$ cat src/verilog/sst_cfg_pkg.sv
// constants for the secure stream table configuration block
package sst_cfg_pkg;
   // ------------------------------------------------------------
   // register map
   // ------------------------------------------------------------
   localparam int REG_ADDR_W = 16;
   localparam logic [15:0] BASE_LO_OFF = 16'h8080;
   localparam logic [15:0] BASE_HI_OFF = 16'h8084;
   localparam logic [15:0] LAYOUT_OFF = 16'h8088;
   // ------------------------------------------------------------
   // field positions
   // ------------------------------------------------------------
   localparam int RA_BIT = 62;
   localparam int ADDR_LSB = 6;
   localparam int ADDR_MSB = 51;
   localparam int FMT_LSB = 16;
   localparam int FMT_W = 2;
   localparam int SPLIT_LSB = 6;
   localparam int SPLIT_W = 5;
   localparam int LOG2_LSB = 0;
   localparam int LOG2_W = 6;
   // ------------------------------------------------------------
   // encodings
   // ------------------------------------------------------------
   localparam logic [1:0] FMT_LINEAR = 2'h0;
   localparam logic [1:0] FMT_TWO_LEVEL = 2'h1;
   localparam logic [4:0] SPLIT_4K = 5'h06;
   localparam logic [4:0] SPLIT_16K = 5'h08;
   localparam logic [4:0] SPLIT_64K = 5'h0A;
   // ------------------------------------------------------------
   // geometry and reset values
   // ------------------------------------------------------------
   localparam int ENTRY_LOG2 = 6;
   localparam int DESC_LOG2 = 3;
   localparam int LIN_ALIGN_EXTRA = 5;
   localparam int TWO_ALIGN_MIN = 5;
   localparam logic [63:0] BASE_RESET = 64'h0;
   localparam logic [31:0] LAYOUT_RESET = 32'h0;
endpackage

$ cat src/verilog/secure_stream_table_config.sv
// secure stream table configuration registers and stream lookup
`timescale 1ns/10ps
module secure_stream_table_config #(
   parameter int PA_W = 52,
   parameter int SID_W = 16,
   parameter bit MULTI_LEVEL = 1'b1,
   parameter bit SECURE_PRESENT = 1'b1,
   parameter bit TABLES_PRESET = 1'b0,
   parameter logic [63:0] PRESET_BASE = sst_cfg_pkg::BASE_RESET,
   parameter logic [31:0] PRESET_LAYOUT = sst_cfg_pkg::LAYOUT_RESET
) (
   // clock and reset
   input wire logic clk,
   input wire logic nrst,
   // register access
   input wire logic regWrite,
   input wire logic regRead,
   input wire logic regSecure,
   input wire logic [sst_cfg_pkg::REG_ADDR_W-1:0] regAddr,
   input wire logic [31:0] regWdata,
   output logic regReadValid,
   output logic [31:0] regRdata,
   // unit control
   input wire logic translationEnable,
   input wire logic secureEnableAck,
   input wire logic recordInvalidIdEnable,
   // lookup request
   input wire logic lookupValid,
   input wire logic [SID_W-1:0] lookupId,
   // lookup answer
   output logic lookupDone,
   output logic lookupAbort,
   output logic badStreamEvent,
   output logic readAllocHint,
   output logic twoLevelLookup,
   output logic [PA_W-1:0] fetchAddr,
   output logic [SID_W-1:0] l2Index,
   output logic [5:0] l1CountLog2
);
   // ------------------------------------------------------------
   // storage
   // ------------------------------------------------------------
   localparam int AL = sst_cfg_pkg::ADDR_LSB;
   localparam logic [5:0] SID_W6 = 6'(SID_W);
   localparam logic [PA_W-1:AL] BASE_INIT = TABLES_PRESET ? PRESET_BASE[PA_W-1:AL] : '0;
   localparam logic RA_INIT = TABLES_PRESET ? PRESET_BASE[sst_cfg_pkg::RA_BIT] : 1'b0;
   localparam logic [1:0] FMT_INIT = (TABLES_PRESET && MULTI_LEVEL) ?
      PRESET_LAYOUT[sst_cfg_pkg::FMT_LSB +: sst_cfg_pkg::FMT_W] : 2'h0;
   localparam logic [4:0] SPLIT_INIT = (TABLES_PRESET && MULTI_LEVEL) ?
      PRESET_LAYOUT[sst_cfg_pkg::SPLIT_LSB +: sst_cfg_pkg::SPLIT_W] : 5'h00;
   localparam logic [5:0] LOG2_INIT = TABLES_PRESET ?
      PRESET_LAYOUT[sst_cfg_pkg::LOG2_LSB +: sst_cfg_pkg::LOG2_W] : 6'h00;

   // only bits below the output address size exist at all
   logic [PA_W-1:AL] baseAddr_q;
   logic readAlloc_q;
   logic [1:0] format_q;
   logic [4:0] split_q;
   logic [5:0] log2_q;
   logic accessOk;
   logic canWrite;
   logic twoLevel;
   logic [4:0] splitEff;
   logic [5:0] log2Eff;
   logic [PA_W-1:0] rawBase;
   logic [PA_W-1:0] alignedBase;
   logic outOfRange;
   logic [SID_W-1:0] l1Idx;
   logic [SID_W-1:0] l2Idx;
   logic [5:0] l1Count;
   logic [63:0] baseView;
   logic [31:0] layoutView;
   logic [31:0] readWord;
   logic [PA_W-1:0] linAddr;
   logic [PA_W-1:0] twoAddr;
   logic regReadValid_q;
   logic [31:0] regRdata_q;
   logic lookupDone_q;
   logic lookupAbort_q;
   logic badStreamEvent_q;
   logic readAllocHint_q;
   logic twoLevelLookup_q;
   logic [PA_W-1:0] fetchAddr_q;
   logic [SID_W-1:0] l2Index_q;
   logic [5:0] l1CountLog2_q;

   // ------------------------------------------------------------
   // access guard
   // ------------------------------------------------------------
   assign accessOk = regSecure && SECURE_PRESENT;
   // enable and ack both low, so a pending enable still blocks
   assign canWrite = accessOk && !TABLES_PRESET && !translationEnable && !secureEnableAck;

   always_ff @(posedge clk or negedge nrst)
   begin
      if (!nrst)
      begin
         baseAddr_q <= BASE_INIT;
         readAlloc_q <= RA_INIT;
      end
      else if (regWrite && canWrite && regAddr == sst_cfg_pkg::BASE_LO_OFF)
      begin
         baseAddr_q[31:AL] <= regWdata[31:AL];
      end
      else if (regWrite && canWrite && regAddr == sst_cfg_pkg::BASE_HI_OFF)
      begin
         baseAddr_q[PA_W-1:32] <= regWdata[PA_W-33:0];
         readAlloc_q <= regWdata[sst_cfg_pkg::RA_BIT-32];
      end
   end

   always_ff @(posedge clk or negedge nrst)
   begin
      if (!nrst)
      begin
         format_q <= FMT_INIT;
         split_q <= SPLIT_INIT;
         log2_q <= LOG2_INIT;
      end
      else if (regWrite && canWrite && regAddr == sst_cfg_pkg::LAYOUT_OFF)
      begin
         if (MULTI_LEVEL)
         begin
            format_q <= regWdata[sst_cfg_pkg::FMT_LSB +: sst_cfg_pkg::FMT_W];
            split_q <= regWdata[sst_cfg_pkg::SPLIT_LSB +: sst_cfg_pkg::SPLIT_W];
         end
         log2_q <= regWdata[sst_cfg_pkg::LOG2_LSB +: sst_cfg_pkg::LOG2_W];
      end
   end

   // ------------------------------------------------------------
   // effective configuration
   // ------------------------------------------------------------
   assign twoLevel = MULTI_LEVEL && (format_q == sst_cfg_pkg::FMT_TWO_LEVEL);
   always_comb
   begin
      case (split_q)
         sst_cfg_pkg::SPLIT_4K, sst_cfg_pkg::SPLIT_16K, sst_cfg_pkg::SPLIT_64K:
            splitEff = split_q;
         default:
            splitEff = sst_cfg_pkg::SPLIT_4K;
      endcase
   end
   assign log2Eff = (log2_q > SID_W6) ? SID_W6 : log2_q;
   assign rawBase = {baseAddr_q, {AL{1'b0}}};

   sst_base_align #(
      .PA_W(PA_W)
   ) u_align (
      .rawBase(rawBase),
      .log2Raw(log2_q),
      .splitEff(splitEff),
      .twoLevel(twoLevel),
      .alignedBase(alignedBase)
   );

   sst_index_split #(
      .SID_W(SID_W)
   ) u_split (
      .stream_identifier(lookupId),
      .log2Eff(log2Eff),
      .splitEff(splitEff),
      .outOfRange(outOfRange),
      .l1Index(l1Idx),
      .l2Index(l2Idx),
      .l1CountLog2(l1Count)
   );

   // ------------------------------------------------------------
   // readback
   // ------------------------------------------------------------
   always_comb
   begin
      baseView = 64'h0;
      baseView[PA_W-1:AL] = baseAddr_q;
      baseView[sst_cfg_pkg::RA_BIT] = readAlloc_q;
      layoutView = 32'h0;
      layoutView[sst_cfg_pkg::FMT_LSB +: sst_cfg_pkg::FMT_W] = format_q;
      layoutView[sst_cfg_pkg::SPLIT_LSB +: sst_cfg_pkg::SPLIT_W] = split_q;
      layoutView[sst_cfg_pkg::LOG2_LSB +: sst_cfg_pkg::LOG2_W] = log2_q;
      readWord = 32'h0;
      if (accessOk)
      begin
         case (regAddr)
            sst_cfg_pkg::BASE_LO_OFF: readWord = baseView[31:0];
            sst_cfg_pkg::BASE_HI_OFF: readWord = baseView[63:32];
            sst_cfg_pkg::LAYOUT_OFF: readWord = layoutView;
            default: readWord = 32'h0;
         endcase
      end
   end

   always_ff @(posedge clk or negedge nrst)
   begin
      if (!nrst)
      begin
         regReadValid_q <= 1'b0;
         regRdata_q <= 32'h0;
      end
      else
      begin
         regReadValid_q <= regRead;
         regRdata_q <= regRead ? readWord : 32'h0;
      end
   end

   // ------------------------------------------------------------
   // lookup
   // ------------------------------------------------------------
   assign linAddr = alignedBase + (PA_W'(lookupId) << sst_cfg_pkg::ENTRY_LOG2);
   assign twoAddr = alignedBase + (PA_W'(l1Idx) << sst_cfg_pkg::DESC_LOG2);

   always_ff @(posedge clk or negedge nrst)
   begin
      if (!nrst)
      begin
         lookupDone_q <= 1'b0;
         lookupAbort_q <= 1'b0;
         badStreamEvent_q <= 1'b0;
         readAllocHint_q <= 1'b0;
         twoLevelLookup_q <= 1'b0;
         fetchAddr_q <= '0;
         l2Index_q <= '0;
         l1CountLog2_q <= 6'h00;
      end
      else
      begin
         lookupDone_q <= lookupValid;
         lookupAbort_q <= lookupValid && outOfRange;
         badStreamEvent_q <= lookupValid && outOfRange && recordInvalidIdEnable;
         if (lookupValid)
         begin
            readAllocHint_q <= readAlloc_q;
            twoLevelLookup_q <= twoLevel;
            // an aborted lookup fetches nothing, so the address is parked at zero
            fetchAddr_q <= outOfRange ? '0 : (twoLevel ? twoAddr : linAddr);
            l2Index_q <= twoLevel ? l2Idx : '0;
            l1CountLog2_q <= twoLevel ? l1Count : 6'h00;
         end
      end
   end

   assign regReadValid = regReadValid_q;
   assign regRdata = regRdata_q;
   assign lookupDone = lookupDone_q;
   assign lookupAbort = lookupAbort_q;
   assign badStreamEvent = badStreamEvent_q;
   assign readAllocHint = readAllocHint_q;
   assign twoLevelLookup = twoLevelLookup_q;
   assign fetchAddr = fetchAddr_q;
   assign l2Index = l2Index_q;
   assign l1CountLog2 = l1CountLog2_q;

   // ------------------------------------------------------------
   // checks
   // ------------------------------------------------------------
   logic [PA_W-1:0] linMask;
   assign linMask = (PA_W'(1) << ({1'b0, log2_q} + 7'h06)) - PA_W'(1);

   property p_abort_range;
      @(posedge clk) disable iff (!nrst)
      lookupValid && (int'(log2Eff) < SID_W) && ((lookupId >> log2Eff) != '0)
         |=> lookupDone && lookupAbort && fetchAddr == '0;
   endproperty
   a_abort_range: assert property (p_abort_range) else $error("out of range id not aborted");

   property p_event_gate;
      @(posedge clk) disable iff (!nrst)
      badStreamEvent |-> lookupAbort && $past(recordInvalidIdEnable);
   endproperty
   a_event_gate: assert property (p_event_gate) else $error("event without abort or recording");

   property p_guard;
      @(posedge clk) disable iff (!nrst)
      regWrite && (translationEnable || secureEnableAck || !regSecure)
         |=> $stable(baseAddr_q) && $stable(readAlloc_q) && $stable(log2_q) && $stable(format_q);
   endproperty
   a_guard: assert property (p_guard) else $error("guarded register changed");

   property p_nonsecure_read;
      @(posedge clk) disable iff (!nrst)
      regRead && !regSecure |=> regReadValid && regRdata == 32'h0;
   endproperty
   a_nonsecure_read: assert property (p_nonsecure_read) else $error("non-secure read not zero");

   property p_layout_reserved;
      @(posedge clk) disable iff (!nrst)
      regReadValid && $past(regAddr) == sst_cfg_pkg::LAYOUT_OFF
         |-> regRdata[31:18] == 14'h0 && regRdata[15:11] == 5'h00
             && (MULTI_LEVEL || regRdata[17:6] == 12'h000);
   endproperty
   a_layout_reserved: assert property (p_layout_reserved) else $error("reserved layout bits set");

   property p_lin_align;
      @(posedge clk) disable iff (!nrst)
      !twoLevel |-> (alignedBase & linMask) == '0;
   endproperty
   a_lin_align: assert property (p_lin_align) else $error("linear base not aligned");

   // a large first level may legally clear the upper word too, so only small limits are watched
   property p_two_floor;
      @(posedge clk) disable iff (!nrst)
      twoLevel && (int'(log2_q) - int'(splitEff) + 2 < 32)
         |-> alignedBase[5:0] == 6'h00 && alignedBase[PA_W-1:32] == baseAddr_q[PA_W-1:32];
   endproperty
   a_two_floor: assert property (p_two_floor) else $error("two-level base alignment wrong");

   property p_split_legal;
      @(posedge clk) disable iff (!nrst)
      splitEff == 5'h06 || splitEff == 5'h08 || splitEff == 5'h0A;
   endproperty
   a_split_legal: assert property (p_split_legal) else $error("illegal effective split");

   property p_cap;
      @(posedge clk) disable iff (!nrst)
      log2Eff <= SID_W6 && (log2_q <= SID_W6 || log2Eff == SID_W6);
   endproperty
   a_cap: assert property (p_cap) else $error("size not capped");

   property p_bottom_index;
      @(posedge clk) disable iff (!nrst)
      lookupDone && twoLevelLookup |-> (l2Index >> $past(splitEff)) == '0;
   endproperty
   a_bottom_index: assert property (p_bottom_index) else $error("bottom index too wide");

   property p_ra_hint;
      @(posedge clk) disable iff (!nrst)
      lookupValid ##1 lookupDone |-> readAllocHint == $past(readAlloc_q);
   endproperty
   a_ra_hint: assert property (p_ra_hint) else $error("read-alloc hint wrong");

   c_abort_event: cover property (@(posedge clk) disable iff (!nrst) badStreamEvent);
   c_two_level: cover property (@(posedge clk) disable iff (!nrst)
      lookupDone && twoLevelLookup && !lookupAbort);
   c_refused: cover property (@(posedge clk) disable iff (!nrst)
      regWrite && regSecure && translationEnable);
   c_linear: cover property (@(posedge clk) disable iff (!nrst)
      lookupDone && !twoLevelLookup && !lookupAbort);
endmodule // secure_stream_table_config

$ cat src/verilog/sst_base_align.sv
// alignment of the programmed table base
`timescale 1ns/10ps
module sst_base_align #(
   parameter int PA_W = 52
) (
   // configuration
   input wire logic [PA_W-1:0] rawBase,
   input wire logic [5:0] log2Raw,
   input wire logic [4:0] splitEff,
   input wire logic twoLevel,
   // result
   output logic [PA_W-1:0] alignedBase
);
   always_comb
   begin
      int limit;
      limit = int'(log2Raw) + sst_cfg_pkg::LIN_ALIGN_EXTRA;
      if (twoLevel)
      begin
         // signed so a split above the size still lands on the 64 byte floor
         limit = int'(log2Raw) - int'(splitEff) - 1 + sst_cfg_pkg::DESC_LOG2;
         if (limit < sst_cfg_pkg::TWO_ALIGN_MIN)
         begin
            limit = sst_cfg_pkg::TWO_ALIGN_MIN;
         end
      end
      for (int i = 0; i < PA_W; i++)
      begin
         alignedBase[i] = rawBase[i] & (i > limit);
      end
   end
endmodule // sst_base_align

$ cat src/verilog/sst_index_split.sv
// stream identifier range check and level index split
`timescale 1ns/10ps
module sst_index_split #(
   parameter int SID_W = 16
) (
   // inputs
   input wire logic [SID_W-1:0] stream_identifier,
   input wire logic [5:0] log2Eff,
   input wire logic [4:0] splitEff,
   // results
   output logic outOfRange,
   output logic [SID_W-1:0] l1Index,
   output logic [SID_W-1:0] l2Index,
   output logic [5:0] l1CountLog2
);
   // log2Eff is already capped, so a full-width table never rejects
   assign outOfRange = (int'(log2Eff) < SID_W) && ((stream_identifier >> log2Eff) != '0);
   // identifier is in range here, so the shift stops at the size bit
   assign l1Index = stream_identifier >> splitEff;
   assign l2Index = stream_identifier & ~({SID_W{1'b1}} << splitEff);
   assign l1CountLog2 = (log2Eff > {1'b0, splitEff}) ? (log2Eff - {1'b0, splitEff}) : 6'h00;
endmodule // sst_index_split
$ cat config.mk
export PLATFORM = sky130hd
export DESIGN_NAME = secure_stream_table_config
export DESIGN_NICKNAME = d
export VERILOG_FILES = /design/src/verilog/sst_cfg_pkg.sv /design/src/verilog/secure_stream_table_config.sv /design/src/verilog/sst_base_align.sv /design/src/verilog/sst_index_split.sv
export SDC_FILE = /design/constraint.sdc
export NUM_CORES = 1
export LEC_CHECK = 0
export ABC_AREA = 1
export CAP_MARGIN = 20
export CORE_UTILIZATION = 60
export DETAILED_ROUTE_END_ITERATION = 8
export DONT_BUFFER_PORTS = 1
export GPL_TIMING_DRIVEN = 1
export PLACE_DENSITY = 0.78
export SYNTH_ARGS = -nofsm -noshare
export SYNTH_HDL_FRONTEND = slang
export SYNTH_SLANG_ARGS = --single-unit
$ cat constraint.sdc
create_clock -name clk -period 15.3 [get_ports clk]
set_input_delay 0.765 -clock clk [delete_from_list [all_inputs] [get_ports clk]]
set_output_delay 0.765 -clock clk [all_outputs]
set_load 0.05 [all_outputs]
Word level (Yosys, flattened, before mapping)
Cells that the tools add are included.
{"block": "classes", "addsub": 7, "bitwise": 49, "n_lt_le_gt_ge": 50, "n_eq_ne": 7, "n_mux": 12, "n_reduce_logical": 14, "shifts": 3}
{"cell": "greater-than comparator 7 x 32 -> 1 bit, first input constant", "count": 20}
{"cell": "greater-than comparator 6 x 32 -> 1 bit, first input constant", "count": 16}
{"cell": "greater-than comparator 5 x 32 -> 1 bit, first input constant", "count": 8}
{"cell": "two-way mux 32 bit", "count": 4}
{"cell": "two-way mux 52 bit", "count": 2}
{"cell": "case mux 32 bit (3 select lines)", "count": 1}
{"cell": "greater-than comparator 4 x 32 -> 1 bit, first input constant", "count": 2}
{"cell": "adder 52 x 19 -> 52 bit", "count": 1}
{"cell": "adder 52 x 22 -> 52 bit", "count": 1}
{"cell": "== test 16 bit, second input constant", "count": 3}
{"cell": "AND 1 bit", "count": 46}
{"cell": "adder 32 x 3 -> 32 bit, second input constant", "count": 1}
{"cell": "< comparator 32 x 4 -> 1 bit, second input constant", "count": 1}
{"cell": "subtractor 32 x 2 -> 32 bit, second input constant", "count": 1}
{"cell": "two-way mux 6 bit", "count": 3}
{"cell": "AND 16 bit", "count": 1}
{"cell": "two-way mux 16 bit", "count": 1}
{"cell": "inverter 16 bit", "count": 1}
{"cell": "nonzero test 16 bit", "count": 1}
{"cell": "left shift 16 x 5 -> 16 bit, first input constant", "count": 1}
{"cell": ">> shifter 16 x 5 -> 16 bit", "count": 1}
{"cell": ">> shifter 16 x 6 -> 16 bit", "count": 1}
{"cell": "== test 5 x 4 -> 1 bit, second input constant", "count": 2}
{"cell": "logical AND 1 bit", "count": 9}
{"cell": "13 further kinds", "count": 14}
{"block": "totals", "wordCells": 158, "out_inout_bits": 112, "inputBits": 73, "reg_bits": 172}

Logic depth before layout (Yosys ltp)
Gate-level depths: netlist (run 1).
{"block": "depth", "word_depth": 14, "depth_mapped": 56, "ltp_nobuf": 56}

Hierarchy
From an unflattened synthesis (run 1), not the netlist that was laid out.
{"block": "hier_totals", "cells_unflattened": 2084, "area_unflattened_um2": 13402.9}
{"module": "secure_stream_table_config", "n_inst": 1, "seq_area_each_um2": 4304.1, "area_per_inst_um2": 10476.3, "cells_per_inst": 1508}
{"module": "sst_base_align", "n_inst": 1, "seq_area_each_um2": 0.0, "area_per_inst_um2": 1690.4, "cells_per_inst": 316}
{"module": "sst_index_split", "n_inst": 1, "seq_area_each_um2": 0.0, "area_per_inst_um2": 1236.2, "cells_per_inst": 260}

Least setup slack after synthesis (run 1)
No wires, ideal clock.
{"block": "synth_timing", "path_kind": "register to register", "from": "register split_q[0]", "to": "register fetchAddr_q[38] (netlist: fetchAddr[38])", "slack_ns": 7.429, "setup_time_ns": 0.118, "t_required_ns": 15.182, "path_buffers": 2, "synth_period_minus_slack_ns": 7.871, "path_stages_with_launch": 49, "t_arrival_ns": 7.753, "path_cell_list": "dfrtp_1 > nor2_4 > nand2_2 > buf_6 > ha_1 > inv_1 > o21ai_1 > inv_1 > nand2_1 > nand2_2 > and3_1 > buf_2 > nand4_1 > ha_1 > nor2_1 > nand3_1 > nor4_1 > nand4_1 > [13 not listed] > inv_1 > fa_1 > o21ai_0 > a31oi_1 > o21ai_0 > a21boi_0 > o21ai_0 > a21boi_0 > o21ai_0 > nand3_2 > nor2_4 > nand2_2 > nor2_4 > nand2_2 > nor2_1 > nand3_1 > nand3_1 > nand2_1"}
{"block": "synth_between", "elab_chain_len": 14, "word_cells_on_any_way": 82, "classes_between": "5 x add/sub; 34 x order compare; 3 x eq/ne; 1 x shift; 5 x mux; 33 x bitwise; 1 x reduce/logical"}
{"element": "from (decl)", "line": "secure_stream_table_config.sv:58", "rtl": "logic [4:0] split_q;"}
{"element": "from (signal assigned)", "line": "secure_stream_table_config.sv:125", "rtl": "split_q <= regWdata[sst_cfg_pkg::SPLIT_LSB +: sst_cfg_pkg::SPLIT_W];"}
{"element": "== test 5 x 3 -> 1 bit / == test 5 x 4 -> 1 bit (equally long branches)", "line": "secure_stream_table_config.sv:137", "rtl": "case (split_q)"}
{"element": "OR reduction 3 bit", "line": "secure_stream_table_config.sv:137"}
{"element": "two-way mux 5 bit (*)", "line": "secure_stream_table_config.sv:137"}
{"element": "subtractor 6 x 5 -> 7 bit", "line": "sst_base_align.sv:21", "rtl": "limit = int'(log2Raw) - int'(splitEff) - 1 + sst_cfg_pkg::DESC_LOG2;"}
{"element": "subtractor 32 x 2 -> 32 bit", "line": "sst_base_align.sv:21"}
{"element": "adder 32 x 3 -> 32 bit", "line": "sst_base_align.sv:21"}
{"element": "< comparator 32 x 4 -> 1 bit", "line": "sst_base_align.sv:22", "rtl": "if (limit < sst_cfg_pkg::TWO_ALIGN_MIN)"}
{"element": "two-way mux 32 bit", "line": "sst_base_align.sv:22"}
{"element": "two-way mux 32 bit", "line": "sst_base_align.sv:18", "rtl": "if (twoLevel)"}
{"element": "greater-than comparator 4 x 32 -> 1 bit (tied with other cells)", "line": "sst_base_align.sv:29", "rtl": "alignedBase[i] = rawBase[i] & (i > limit);"}
{"element": "AND 1 bit", "line": "sst_base_align.sv:29"}
{"element": "adder 52 x 22 -> 52 bit / adder 52 x 19 -> 52 bit (equally long branches)", "line": "secure_stream_table_config.sv:210, secure_stream_table_config.sv:211"}
{"element": "two-way mux 52 bit (*) (2 in series)", "line": "secure_stream_table_config.sv:236", "rtl": "fetchAddr_q <= outOfRange ? '0 : (twoLevel ? twoAddr : linAddr);"}
{"element": "to (signal assigned)", "line": "secure_stream_table_config.sv:236"}
{"element": "to (decl)", "line": "secure_stream_table_config.sv:83", "rtl": "logic [PA_W-1:0] fetchAddr_q;"}
Every way passes the cells marked *; elsewhere a longest branch is shown, timed or not.
A chain may end at the register's enable or synchronous reset.

Worst setup path in the final report (run 1)
{"block": "layout_timing", "from": "register split_q[2]", "to": "register fetchAddr_q[38] (netlist: fetchAddr[38])"}
The elaborated chain is that of the path after synthesis.

==> summary.txt, run 1 <==
===========================================================================================
Vias in the first global route ...............................................         9417
Number of placement rows .....................................................           48
Average footprint of a synthesized cell ......................................    7.38 um^2
Final Slew Violations ........................................................            0
Kind of start point of the critical path .....................................     register
Post-layout total power ......................................................     0.941 mW
Most common library cells after synthesis .................................... nand2_1, inv_1, dfrtp_1
Quantity of hold-fixing buffers added after cts ..............................            1
Worst-path cell with the longest stage delay .................................       and3_1
Met3 wire len ................................................................      3040 um
Most common cell in the netlist ..............................................      nand2_1
Number of instances resized during post-cts repair ...........................            0
Setup fix buffers added after clock tree synthesis ...........................            0
Wirelength per Cell ..........................................................      19.5 um
Register bit total from synthesis ............................................          169
Dominant synthesized flop cell ...............................................      dfrtp_1
DIE WIDTH ....................................................................       136 um
Worst-Margin Slew ............................................................     0.991 ns
Area added between synthesis and finish ......................................        7.24%
Maxcap violations ............................................................            0
Proportion of layout cells with a drive suffix above 1 .......................        8.89%
CTS clk-pin slew, worst paths ................................................      0.08 ns
Most common cell on crit path ................................................        inv_1
Routability-driven placement congestion ratio ................................         1.01
Count of endpoints failing hold in the final timing report ...................            0
Number of warnings reported in the yosys synthesis log .......................            0
CP Capture Type ..............................................................     register
Area of the mapped netlist ...................................................   10800 um^2
Maximum number of pins on one net before global-route repair .................          170
Power per Cell Area .......................................................... 81.4 nW/um^2
Final global-route overflow total ............................................            0
Post-route clock period utilization ..........................................        64.8%
Fraction of the yosys area taken by sequential cells .........................        39.2%
Via density ..................................................................         5.98
Gate Count Post-Synth ........................................................         1461
Count of different cell masters after synthesis ..............................           65
I/O pin total ................................................................          185
Number of search-and-repair iterations in the first detailed-routing pass ....            6
Met1 Routed Length ...........................................................     13600 um
Diodes inserted ..............................................................            0
DIE HEIGHT ...................................................................       136 um
Buffers plus inverters on the worst setup path ...............................            6
Routed wire length ...........................................................     32900 um
Length of routed met2 wiring .................................................     15400 um
Total Routing Usage GR .......................................................        36.4%
# port buffers ...............................................................            0
Number of buffers added by the clock tree synthesis step .....................           17
Longest individual stage delay on the worst path .............................      0.58 ns
Critical path peak fanout ....................................................           16
Unrepaired setup endpoints after global routing ..............................        false
Synth area leader ............................................................      dfrtp_1
H-tree level count ...........................................................            4
Root Buffer Master ...........................................................    clkbuf_16
Sum of net half-perimeters after detailed placement ..........................     24900 um
Vias .........................................................................        10100
Required time of the critical path ...........................................     15.63 ns
Upper clock frequency limit ..................................................    0.101 GHz
Final setup violating endpoints ..............................................            0
Fraction of registers with async set or reset after synthesis ................         100%
Static Leak ..................................................................      5.63 nW
Area share of the largest cell type after synthesis ..........................        39.2%
Highest signal layer in the routed design ....................................         met4
Clock latency at the later pin of the worst-skew pair ........................      0.44 ns
Clock tree from TritonCTS ....................................................          yes
Result of the run ............................................................    completed
Overall die area .............................................................   18500 um^2
Maximum root-to-sink buffer count ............................................            2
EDFF count, synth ............................................................            0
Aggregate negative setup slack ...............................................         0 ns
Leading post-synthesis cells by cell area .................................... dfrtp_1, nand2_1, inv_1
Number of design-rule violations left by the first detailed-router iteration .          855
Antenna violations before repair .............................................            0
Post-DRT Antenna Nets ........................................................            0
Wire length of the first global-routing pass .................................     50700 um
Peak supply drop .............................................................    0.0933 mV
Worst relative slew slack ....................................................        33.7%
Starting Density .............................................................        61.9%
HP Class ..................................................................... primary input to asynchronous set/reset pin
Final worst clock skew .......................................................    0.0175 ns
Family with the most delay on the worst path ................................. simple AND/OR/NAND/NOR gates
Number of nets in the final layout ...........................................         1560
Final critical-path required period ..........................................      9.92 ns
Data arrival at the endpoint of the critical path ............................     10.25 ns
Std-Cell Core Area ...........................................................   17400 um^2
Clock tree sinks .............................................................          169
Count of unresolved DRC violations after routing .............................            0
Type of the setup path with the least slack .................................. register to register
===========================================================================================
[per-layer routing]
layer | track usage [%] | vias up
li1 | - | 4719
met1 | 48.0 | 4774
met2 | 59.4 | 525
met3 | 7.49 | 78
met4 | 12.2 | 0
met5 | 0 | -
[path summary, 6_finish.rpt]
path                            cells after the start  slack (ns)             end      startpoint
worst max register to register                     47        5.38   fetchAddr[38]      split_q[2]
min in group clk                                    0        0.35      lookupDone     lookupValid
worst max-delay path                               47        5.38   fetchAddr[38]      split_q[2]
max in group asynchronous                           1       13.89      split_q[1]            nrst
worst min register to register                      2        0.50  baseAddr_q[10]  baseAddr_q[10]
worst min-delay path                                0        0.02      l2Index[5]            nrst
[per-stage QoR]
stage	hold slack (ns)	instances	utilization, %	cell area [um^2]	setup WS [ns]
2_1_floorplan	0.453	1466	-	10800	7.43
3_3_place_gp	0.466	1652	62.5	10900	5.93
3_5_place_dp	0.472	1652	62.5	10900	5.68
4_1_cts	0.00173	1685	66.2	11500	5.54
5_1_grt	0.00369	1687	66.4	11600	4.26
6_report	0.0228	1687	66.4	11600	5.38
[layout by cell type, fill, tap and decap left out, types with 11 or more instances in the layout]
| cell type | Yosys | final |
|---|---|---|
| o21ai_1 | 18 | 18 |
| nand3_2 | 15 | 15 |
| nor2_4 | 12 | 12 |
| nand2_1 | 384 | 384 |
| a21oi_1 | 63 | 63 |
| o21ai_0 | 125 | 125 |
| clkbuf_16 | 0 | 17 |
| dfrtp_1 | 169 | 169 |
| nor2_1 | 126 | 126 |
| nand2_2 | 22 | 22 |
| nor3_1 | 19 | 19 |
| inv_1 | 197 | 197 |
| nand4_1 | 15 | 15 |
| mux2_2 | 11 | 11 |
| nand3_1 | 72 | 72 |
| ha_1 | 37 | 37 |
[report_power, final]
part / total, mW / internal (mW) / switching, mW
sequential: 0.449 / 0.447 / 0.00221
combinational: 0.0282 / 0.00789 / 0.0203
clock: 0.464 / 0.252 / 0.212
[cell families after synthesis]
| logic type | after synthesis | synth area share, % |
|---|---|---|
| and+or+nand+nor | 706 | 30.5 |
| DFF | 169 | 39.2 |
| AOI/OAI and AO/OA | 270 | 14.2 |
| buffers and inverters | 251 | 9.30 |
| adders and majority gates | 38 | 4.48 |
| xor gates and xnor gates | 14 | 1.14 |
| muxes | 11 | 1.15 |
| other | 2 | 0.0697 |
[sequential cells by signal, summed over array words and instances (netlist names)]
| signal | cells |
|---|---|
| badStreamEvent | 1 |
| baseAddr_q | 46 |
| fetchAddr | 49 |
| format_q | 2 |
| l1CountLog2 | 6 |
| l2Index | 16 |
| log2_q | 6 |
| lookupAbort | 1 |
| lookupDone | 1 |
| readAllocHint | 1 |
| readAlloc_q | 1 |
| regRdata | 32 |
| regReadValid | 1 |
| split_q | 5 |
| twoLevelLookup | 1 |
[area by class of cell]
type / count / area (um^2)
Fill cell: 1518 / 5860
Multi-Input combinational cell: 1046 / 5560
Sequential cell: 169 / 4230
Inverter: 208 / 788
Clock buffer: 18 / 429
Tap cell: 225 / 282
Clock inverter: 14 / 205
Timing Repair Buffer: 7 / 60.1
Power figures use the tool's default switching activity.
==> run 2: changes to the inputs <==
==> constraint.sdc (replaced) <==
create_clock -name clk -period 9.3 [get_ports clk]
set_input_delay 0.465 -clock clk [delete_from_list [all_inputs] [get_ports clk]]
set_output_delay 0.465 -clock clk [all_outputs]
set_load 0.05 [all_outputs]
==> summary.txt, run 2 (same netlist as run 1, synthesis figures left out) <==
===========================================================================================
Result of the run ............................................................ complete, but fails checks
Failing checks ...............................................................  hold timing
Number of flip-flops in the largest register .................................           49
Via density ..................................................................         5.82
Area added between synthesis and finish ......................................        7.96%
Final global-route overflow total ............................................            0
Clock tree sinks .............................................................          169
Root Buffer Master ...........................................................    clkbuf_16
Final instance area ..........................................................   11600 um^2
Starting Density .............................................................        61.9%
Net switching fraction of the power ..........................................        23.7%
Combinational fraction of design power .......................................         3.7%
Std-Cell Core Area ...........................................................   17400 um^2
HP Class ..................................................................... primary input to asynchronous set/reset pin
Most used cells in the layout excluding fill and tap cells ................... nand2_1, inv_1, dfrtp_1
Number of nets in the final layout ...........................................         1568
Critical path peak fanout ....................................................           10
Peak supply drop .............................................................     0.132 mV
Clock latency at the later pin of the worst-skew pair ........................      0.44 ns
Worst-Margin Slew ............................................................     0.980 ns
Post-route clock period utilization ..........................................        91.7%
Maxcap violations ............................................................            0
Placed cell area .............................................................   11000 um^2
Diodes inserted ..............................................................            0
H-tree level count ...........................................................            4
DIE WIDTH ....................................................................       136 um
Number of placed instances, taps included ....................................         1660
Final Slew Violations ........................................................            0
Static Leak ..................................................................      5.67 nW
Longest individual stage delay on the worst path .............................      0.43 ns
Filler cell count ............................................................         1492
Sum of net half-perimeters after detailed placement ..........................     23800 um
Number of buffers added by the clock tree synthesis step .....................           17
Internal power ...............................................................      1.18 mW
Count of unresolved DRC violations after routing .............................            0
Vias .........................................................................         9866
Type of the setup path with the least slack .................................. register to register
CTS clk-pin slew, worst paths ................................................      0.07 ns
Antenna violations before repair .............................................            0
I/O pin total ................................................................          185
Part of the total power dissipated in sequential elements ....................        47.7%
Aggregate negative setup slack ...............................................         0 ns
Power per Cell Area ..........................................................  133 nW/um^2
Unrepaired setup endpoints after global routing ..............................        false
Required time of the critical path ...........................................      9.63 ns
Wirelength per Cell ..........................................................      18.4 um
DIE HEIGHT ...................................................................       136 um
Number of design-rule violations left by the first detailed-router iteration .          815
Kind of start point of the critical path .....................................     register
Vias in the first global route ...............................................         9269
Wire length of the first global-routing pass .................................     48500 um
# port buffers ...............................................................            0
Final critical-path required period ..........................................      8.53 ns
Final worst clock skew .......................................................    0.0112 ns
Routed wire length ...........................................................     31200 um
Proportion of layout cells with a drive suffix above 1 .......................        9.66%
Worst relative slew slack ....................................................        34.7%
Most common cell on crit path ................................................        inv_1
Overall die area .............................................................   18500 um^2
Upper clock frequency limit ..................................................    0.117 GHz
Maximum root-to-sink buffer count ............................................            2
Final setup violating endpoints ..............................................            0
Clock tree from TritonCTS ....................................................          yes
Hold slack final .............................................................   -0.0750 ns
CP Capture Type ..............................................................     register
Total Routing Usage GR .......................................................        34.6%
Routability-driven placement congestion ratio ................................         1.05
Number of placement rows .....................................................           48
Leading cell type in the layout, fill and taps excluded ......................      nand2_1
Maximum number of pins on one net before global-route repair .................          170
Count of endpoints failing hold in the final timing report ...................           14
Share of total power in the clock network ....................................        48.7%
Post-DRT Antenna Nets ........................................................            0
Number of search-and-repair iterations in the first detailed-routing pass ....            6
Final instance count without filler cells ....................................         1695
Net switching component of the power .........................................     0.367 mW
Data arrival at the endpoint of the critical path ............................      8.86 ns
Worst-path cell with the longest stage delay .................................      dfrtp_1
===========================================================================================
run 2: layout make-up:
class,instances,area (um^2),share of cell area [%]
inverter,208,788,6.77
clock buffer,20,447,3.84
timing repair buffer,15,153,1.31
sequential,169,4230,36.3
tap,225,282,2.42
multi-input combinational,1046,5570,47.9
clock inverter,12,164,1.41
run 2: final timing paths:
| kind | startpoint | to | slack [ns] | cells past startpoint |
|---|---|---|---|---|
| setup / recovery | split_q[2] | fetchAddr[38] | 0.77 | 47 |
| hold / removal | nrst | l1CountLog2[3] | -0.08 | 1 |
| setup reg to reg | split_q[2] | fetchAddr[38] | 0.77 | 47 |
| hold reg to reg | baseAddr_q[16] | baseAddr_q[16] | 0.49 | 2 |
| max in group asynchronous | nrst | baseAddr_q[32] | 8.54 | 1 |
| min in group clk | lookupValid | lookupDone | 0.05 | 0 |
run 2: power by group through the flow:
| stage | Sequential [mW] | Clock (mW) | Combinational (mW) |
|---|---|---|---|
| after floorplan | 0.753 | 0 | 0.0337 |
| after global placement | 0.753 | 0 | 0.0413 |
| after detailed placement | 0.753 | 0 | 0.0416 |
| after CTS | 0.739 | 0.756 | 0.0576 |
| after global routing | 0.739 | 0.786 | 0.0653 |
| final | 0.739 | 0.755 | 0.0571 |
run 2: stage by stage:
step	utilization [%]	setup WS, ns	hold WS, ns	total power, mW
after floorplan	-	1.43	0.169	0.787
after CTS	66.7	0.0750	0.0544	1.55
final	66.8	0.768	-0.0750	1.55
after global routing	66.8	0.0410	0.0410	1.59
after detailed placement	63.0	0.219	0.173	0.795
after global placement	62.8	0.536	0.173	0.795
run 2: metal layers:
layer | part of all wire (%) | track usage (%) | routed length [um] | vias up
met5 | 0 | 0 | 0 | -
met4 | 3.1 | 13.1 | 970 | 0
met3 | 9.9 | 7.64 | 3090 | 63
met2 | 44 | 53.2 | 13900 | 493
met1 | 43 | 47.7 | 13300 | 4581
li1 | - | - | - | 4729
run 2: worst max-delay path, delay by kind of cell (launching register included):
kind | cells | cell delay, ns
simple gates | 23 | 3.52
compound gates | 13 | 2.48
fa+ha+maj | 5 | 1.41
flops | 1 | 0.43
buf+inv | 6 | 0.56
run 2: repair_timing:
| item | 4_1_cts | 5_1_grt |
|---|---|---|
| setup buffers | 0 | 2 |
| endpoints found under the setup margin | 0 | 20 |
| hold buffers | 1 | 0 |
| resized for setup | 0 | 6 |
| hold endpoints to repair | 169 | 0 |
==> run 3: changes to the inputs <==
--- a/config.mk
+++ b/config.mk
@@ -7,11 +7,15 @@
 export LEC_CHECK = 0
 export ABC_AREA = 1
 export CAP_MARGIN = 20
-export CORE_UTILIZATION = 60
+export CELL_PAD_IN_SITES_DETAIL_PLACEMENT = 1
+export CELL_PAD_IN_SITES_GLOBAL_PLACEMENT = 2
+export CORE_UTILIZATION = 37
 export DETAILED_ROUTE_END_ITERATION = 8
 export DONT_BUFFER_PORTS = 1
+export GPL_ROUTABILITY_DRIVEN = 0
 export GPL_TIMING_DRIVEN = 1
-export PLACE_DENSITY = 0.78
+export PLACE_DENSITY = 0.83
+export SETUP_SLACK_MARGIN = 0.3
 export SYNTH_ARGS = -nofsm -noshare
 export SYNTH_HDL_FRONTEND = slang
 export SYNTH_SLANG_ARGS = --single-unit
==> summary.txt, run 3 (same netlist as run 1, synthesis figures left out) <==
===========================================================================================
Result of the run ............................................................ complete, but fails checks
Failing checks ...............................................................  hold timing
Final global-route overflow total ............................................            0
DIE WIDTH ....................................................................       173 um
Kind of start point of the critical path .....................................     register
Met1 usage in global routing .................................................        33.6%
Final setup violating endpoints ..............................................            0
Aggregate negative setup slack ...............................................         0 ns
Antenna violations before repair .............................................            0
CTS clk-pin slew, worst paths ................................................      0.07 ns
Final critical-path required period ..........................................      8.48 ns
Worst-path cell with the longest stage delay .................................      dfrtp_1
Number of search-and-repair iterations in the first detailed-routing pass ....            5
Static Leak ..................................................................      5.70 nW
Met2 track demand over resource in global routing ............................        40.6%
Maxcap violations ............................................................            0
Required time of the critical path ...........................................      9.63 ns
Most common cell on crit path ................................................      nand2_1
Maximum root-to-sink buffer count ............................................            2
CP Capture Type ..............................................................     register
Area used by multi-input combinational logic .................................    5590 um^2
Worst-Margin Slew ............................................................      1.02 ns
Longest individual stage delay on the worst path .............................      0.46 ns
Proportion of layout cells with a drive suffix above 1 .......................        10.6%
I/O pin total ................................................................          185
Critical path peak fanout ....................................................           11
Number of placement rows .....................................................           62
Post-layout total power ......................................................      1.56 mW
DIE HEIGHT ...................................................................       173 um
Maximum number of pins on one net before global-route repair .................          170
Post-route clock period utilization ..........................................        91.2%
Placed cell area .............................................................   11200 um^2
Number of design-rule violations left by the first detailed-router iteration .          613
Data arrival at the endpoint of the critical path ............................      8.81 ns
Leading cell type in the layout, fill and taps excluded ......................      nand2_1
Upper clock frequency limit ..................................................    0.118 GHz
Routed wire length ...........................................................     37400 um
Clock tree sinks .............................................................          169
Root Buffer Master ...........................................................    clkbuf_16
Final instance area ..........................................................   11900 um^2
Number of placed instances, taps included ....................................         1820
Via density ..................................................................         5.30
Most used cells in the layout excluding fill and tap cells ................... nand2_1, inv_1, dfrtp_1
Final instance count without filler cells ....................................         1860
Area added between synthesis and finish ......................................        10.2%
Count of endpoints failing hold in the final timing report ...................           18
Number of buffers added by the clock tree synthesis step .....................           17
Type of the setup path with the least slack .................................. register to register
# port buffers ...............................................................            0
Hold slack final .............................................................   -0.0410 ns
Starting Density .............................................................        37.5%
Layer carrying the most global-route usage ...................................         met2
Filler cell count ............................................................         3601
Vias .........................................................................         9865
Wirelength per Cell ..........................................................      20.1 um
Total Routing Usage GR .......................................................        25.5%
Met3 routing resource usage after global routing .............................        5.58%
Clock latency at the later pin of the worst-skew pair ........................      0.45 ns
Core utilization of the finished layout ......................................        41.4%
Sum of net half-perimeters after detailed placement ..........................     28600 um
H-tree level count ...........................................................            4
Number of nets in the final layout ...........................................         1575
Wire length of the first global-routing pass .................................     59000 um
Register area ................................................................    4230 um^2
Peak supply drop .............................................................     0.125 mV
HP Class ..................................................................... primary input to asynchronous set/reset pin
Worst relative slew slack ....................................................        31.8%
Overall die area .............................................................   29800 um^2
Count of unresolved DRC violations after routing .............................            0
Final worst clock skew .......................................................    0.0146 ns
Diodes inserted ..............................................................            0
Number of flip-flops in the largest register .................................           49
Final Slew Violations ........................................................            0
Std-Cell Core Area ...........................................................   28700 um^2
Power per Cell Area ..........................................................  132 nW/um^2
Unrepaired setup endpoints after global routing ..............................        false
Post-DRT Antenna Nets ........................................................            0
Vias in the first global route ...............................................        10400
Clock tree from TritonCTS ....................................................          yes
===========================================================================================
## run 3: cell types whose count changed in the layout (fill, tap and decap cells not counted), sizes merged
cell and change:
buf +7, clkinvlp -2, inv +2, bufinv -1, clkbuf -1, clkinv +1
## run 3: area by class of cell
cell class	instances	share of cell area (%)
tap	384	4.05
clock inverter	12	1.26
clock buffer	19	3.81
inverter	208	6.67
timing repair buffer	22	1.56
sequential	169	35.6
multi-input combinational	1046	47.0
## run 3: worst paths after layout
kind | startpoint | endpoint | slack [ns] | cells after the start
worst max-delay path | split_q[1] | fetchAddr[38] | 0.82 | 49
worst min-delay path | nrst | l2Index[4] | -0.04 | 1
worst max register to register | split_q[1] | fetchAddr[38] | 0.82 | 49
worst min register to register | format_q[0] | format_q[0] | 0.49 | 2
max in group asynchronous | nrst | log2_q[1] | 8.47 | 1
min in group clk | lookupValid | lookupDone | 0.04 | 0
## run 3: critical path, delay by kind of cell (launching register included)
kind / cells / cell delay [ns]
adders and majority gates: 5 / 1.39
AOI/OAI and AO/OA: 12 / 2.27
DFF: 1 / 0.46
and+or+nand+nor: 25 / 3.35
buffers and inverters: 7 / 0.87
## run 3: metrics by stage
step                      hold WS (ns)  setup slack [ns]
after floorplan                  0.169              1.43
after global placement           0.176             0.799
after detailed placement         0.175             0.301
after CTS                       0.0219             0.384
after global routing            0.0286             0.257
final                          -0.0410             0.820
## run 3: power by group
group	switching [mW]	leakage (nW)	internal, mW
sequential	0.00369	2.35	0.735
combinational	0.0476	3.05	0.0134
clock	0.346	0.298	0.418
## run 3: metal layers
layer  vias to the layer above  share of wire (%)  wire, um
met1                      4826                 46     17200
met3                        59                5.5      2070
met5                         -                  0         0
met2                       255                 45     16900
met4                         0                3.3      1250
li1                       4725                  -         -
## run 3: repair_timing
item,4_1_cts,5_1_grt
hold buffers,1,0
endpoints found under the hold margin,169,0
buffers inserted,0,8
endpoints found under the setup margin,6,25
gates resized for setup,3,12
pin swaps,0,6
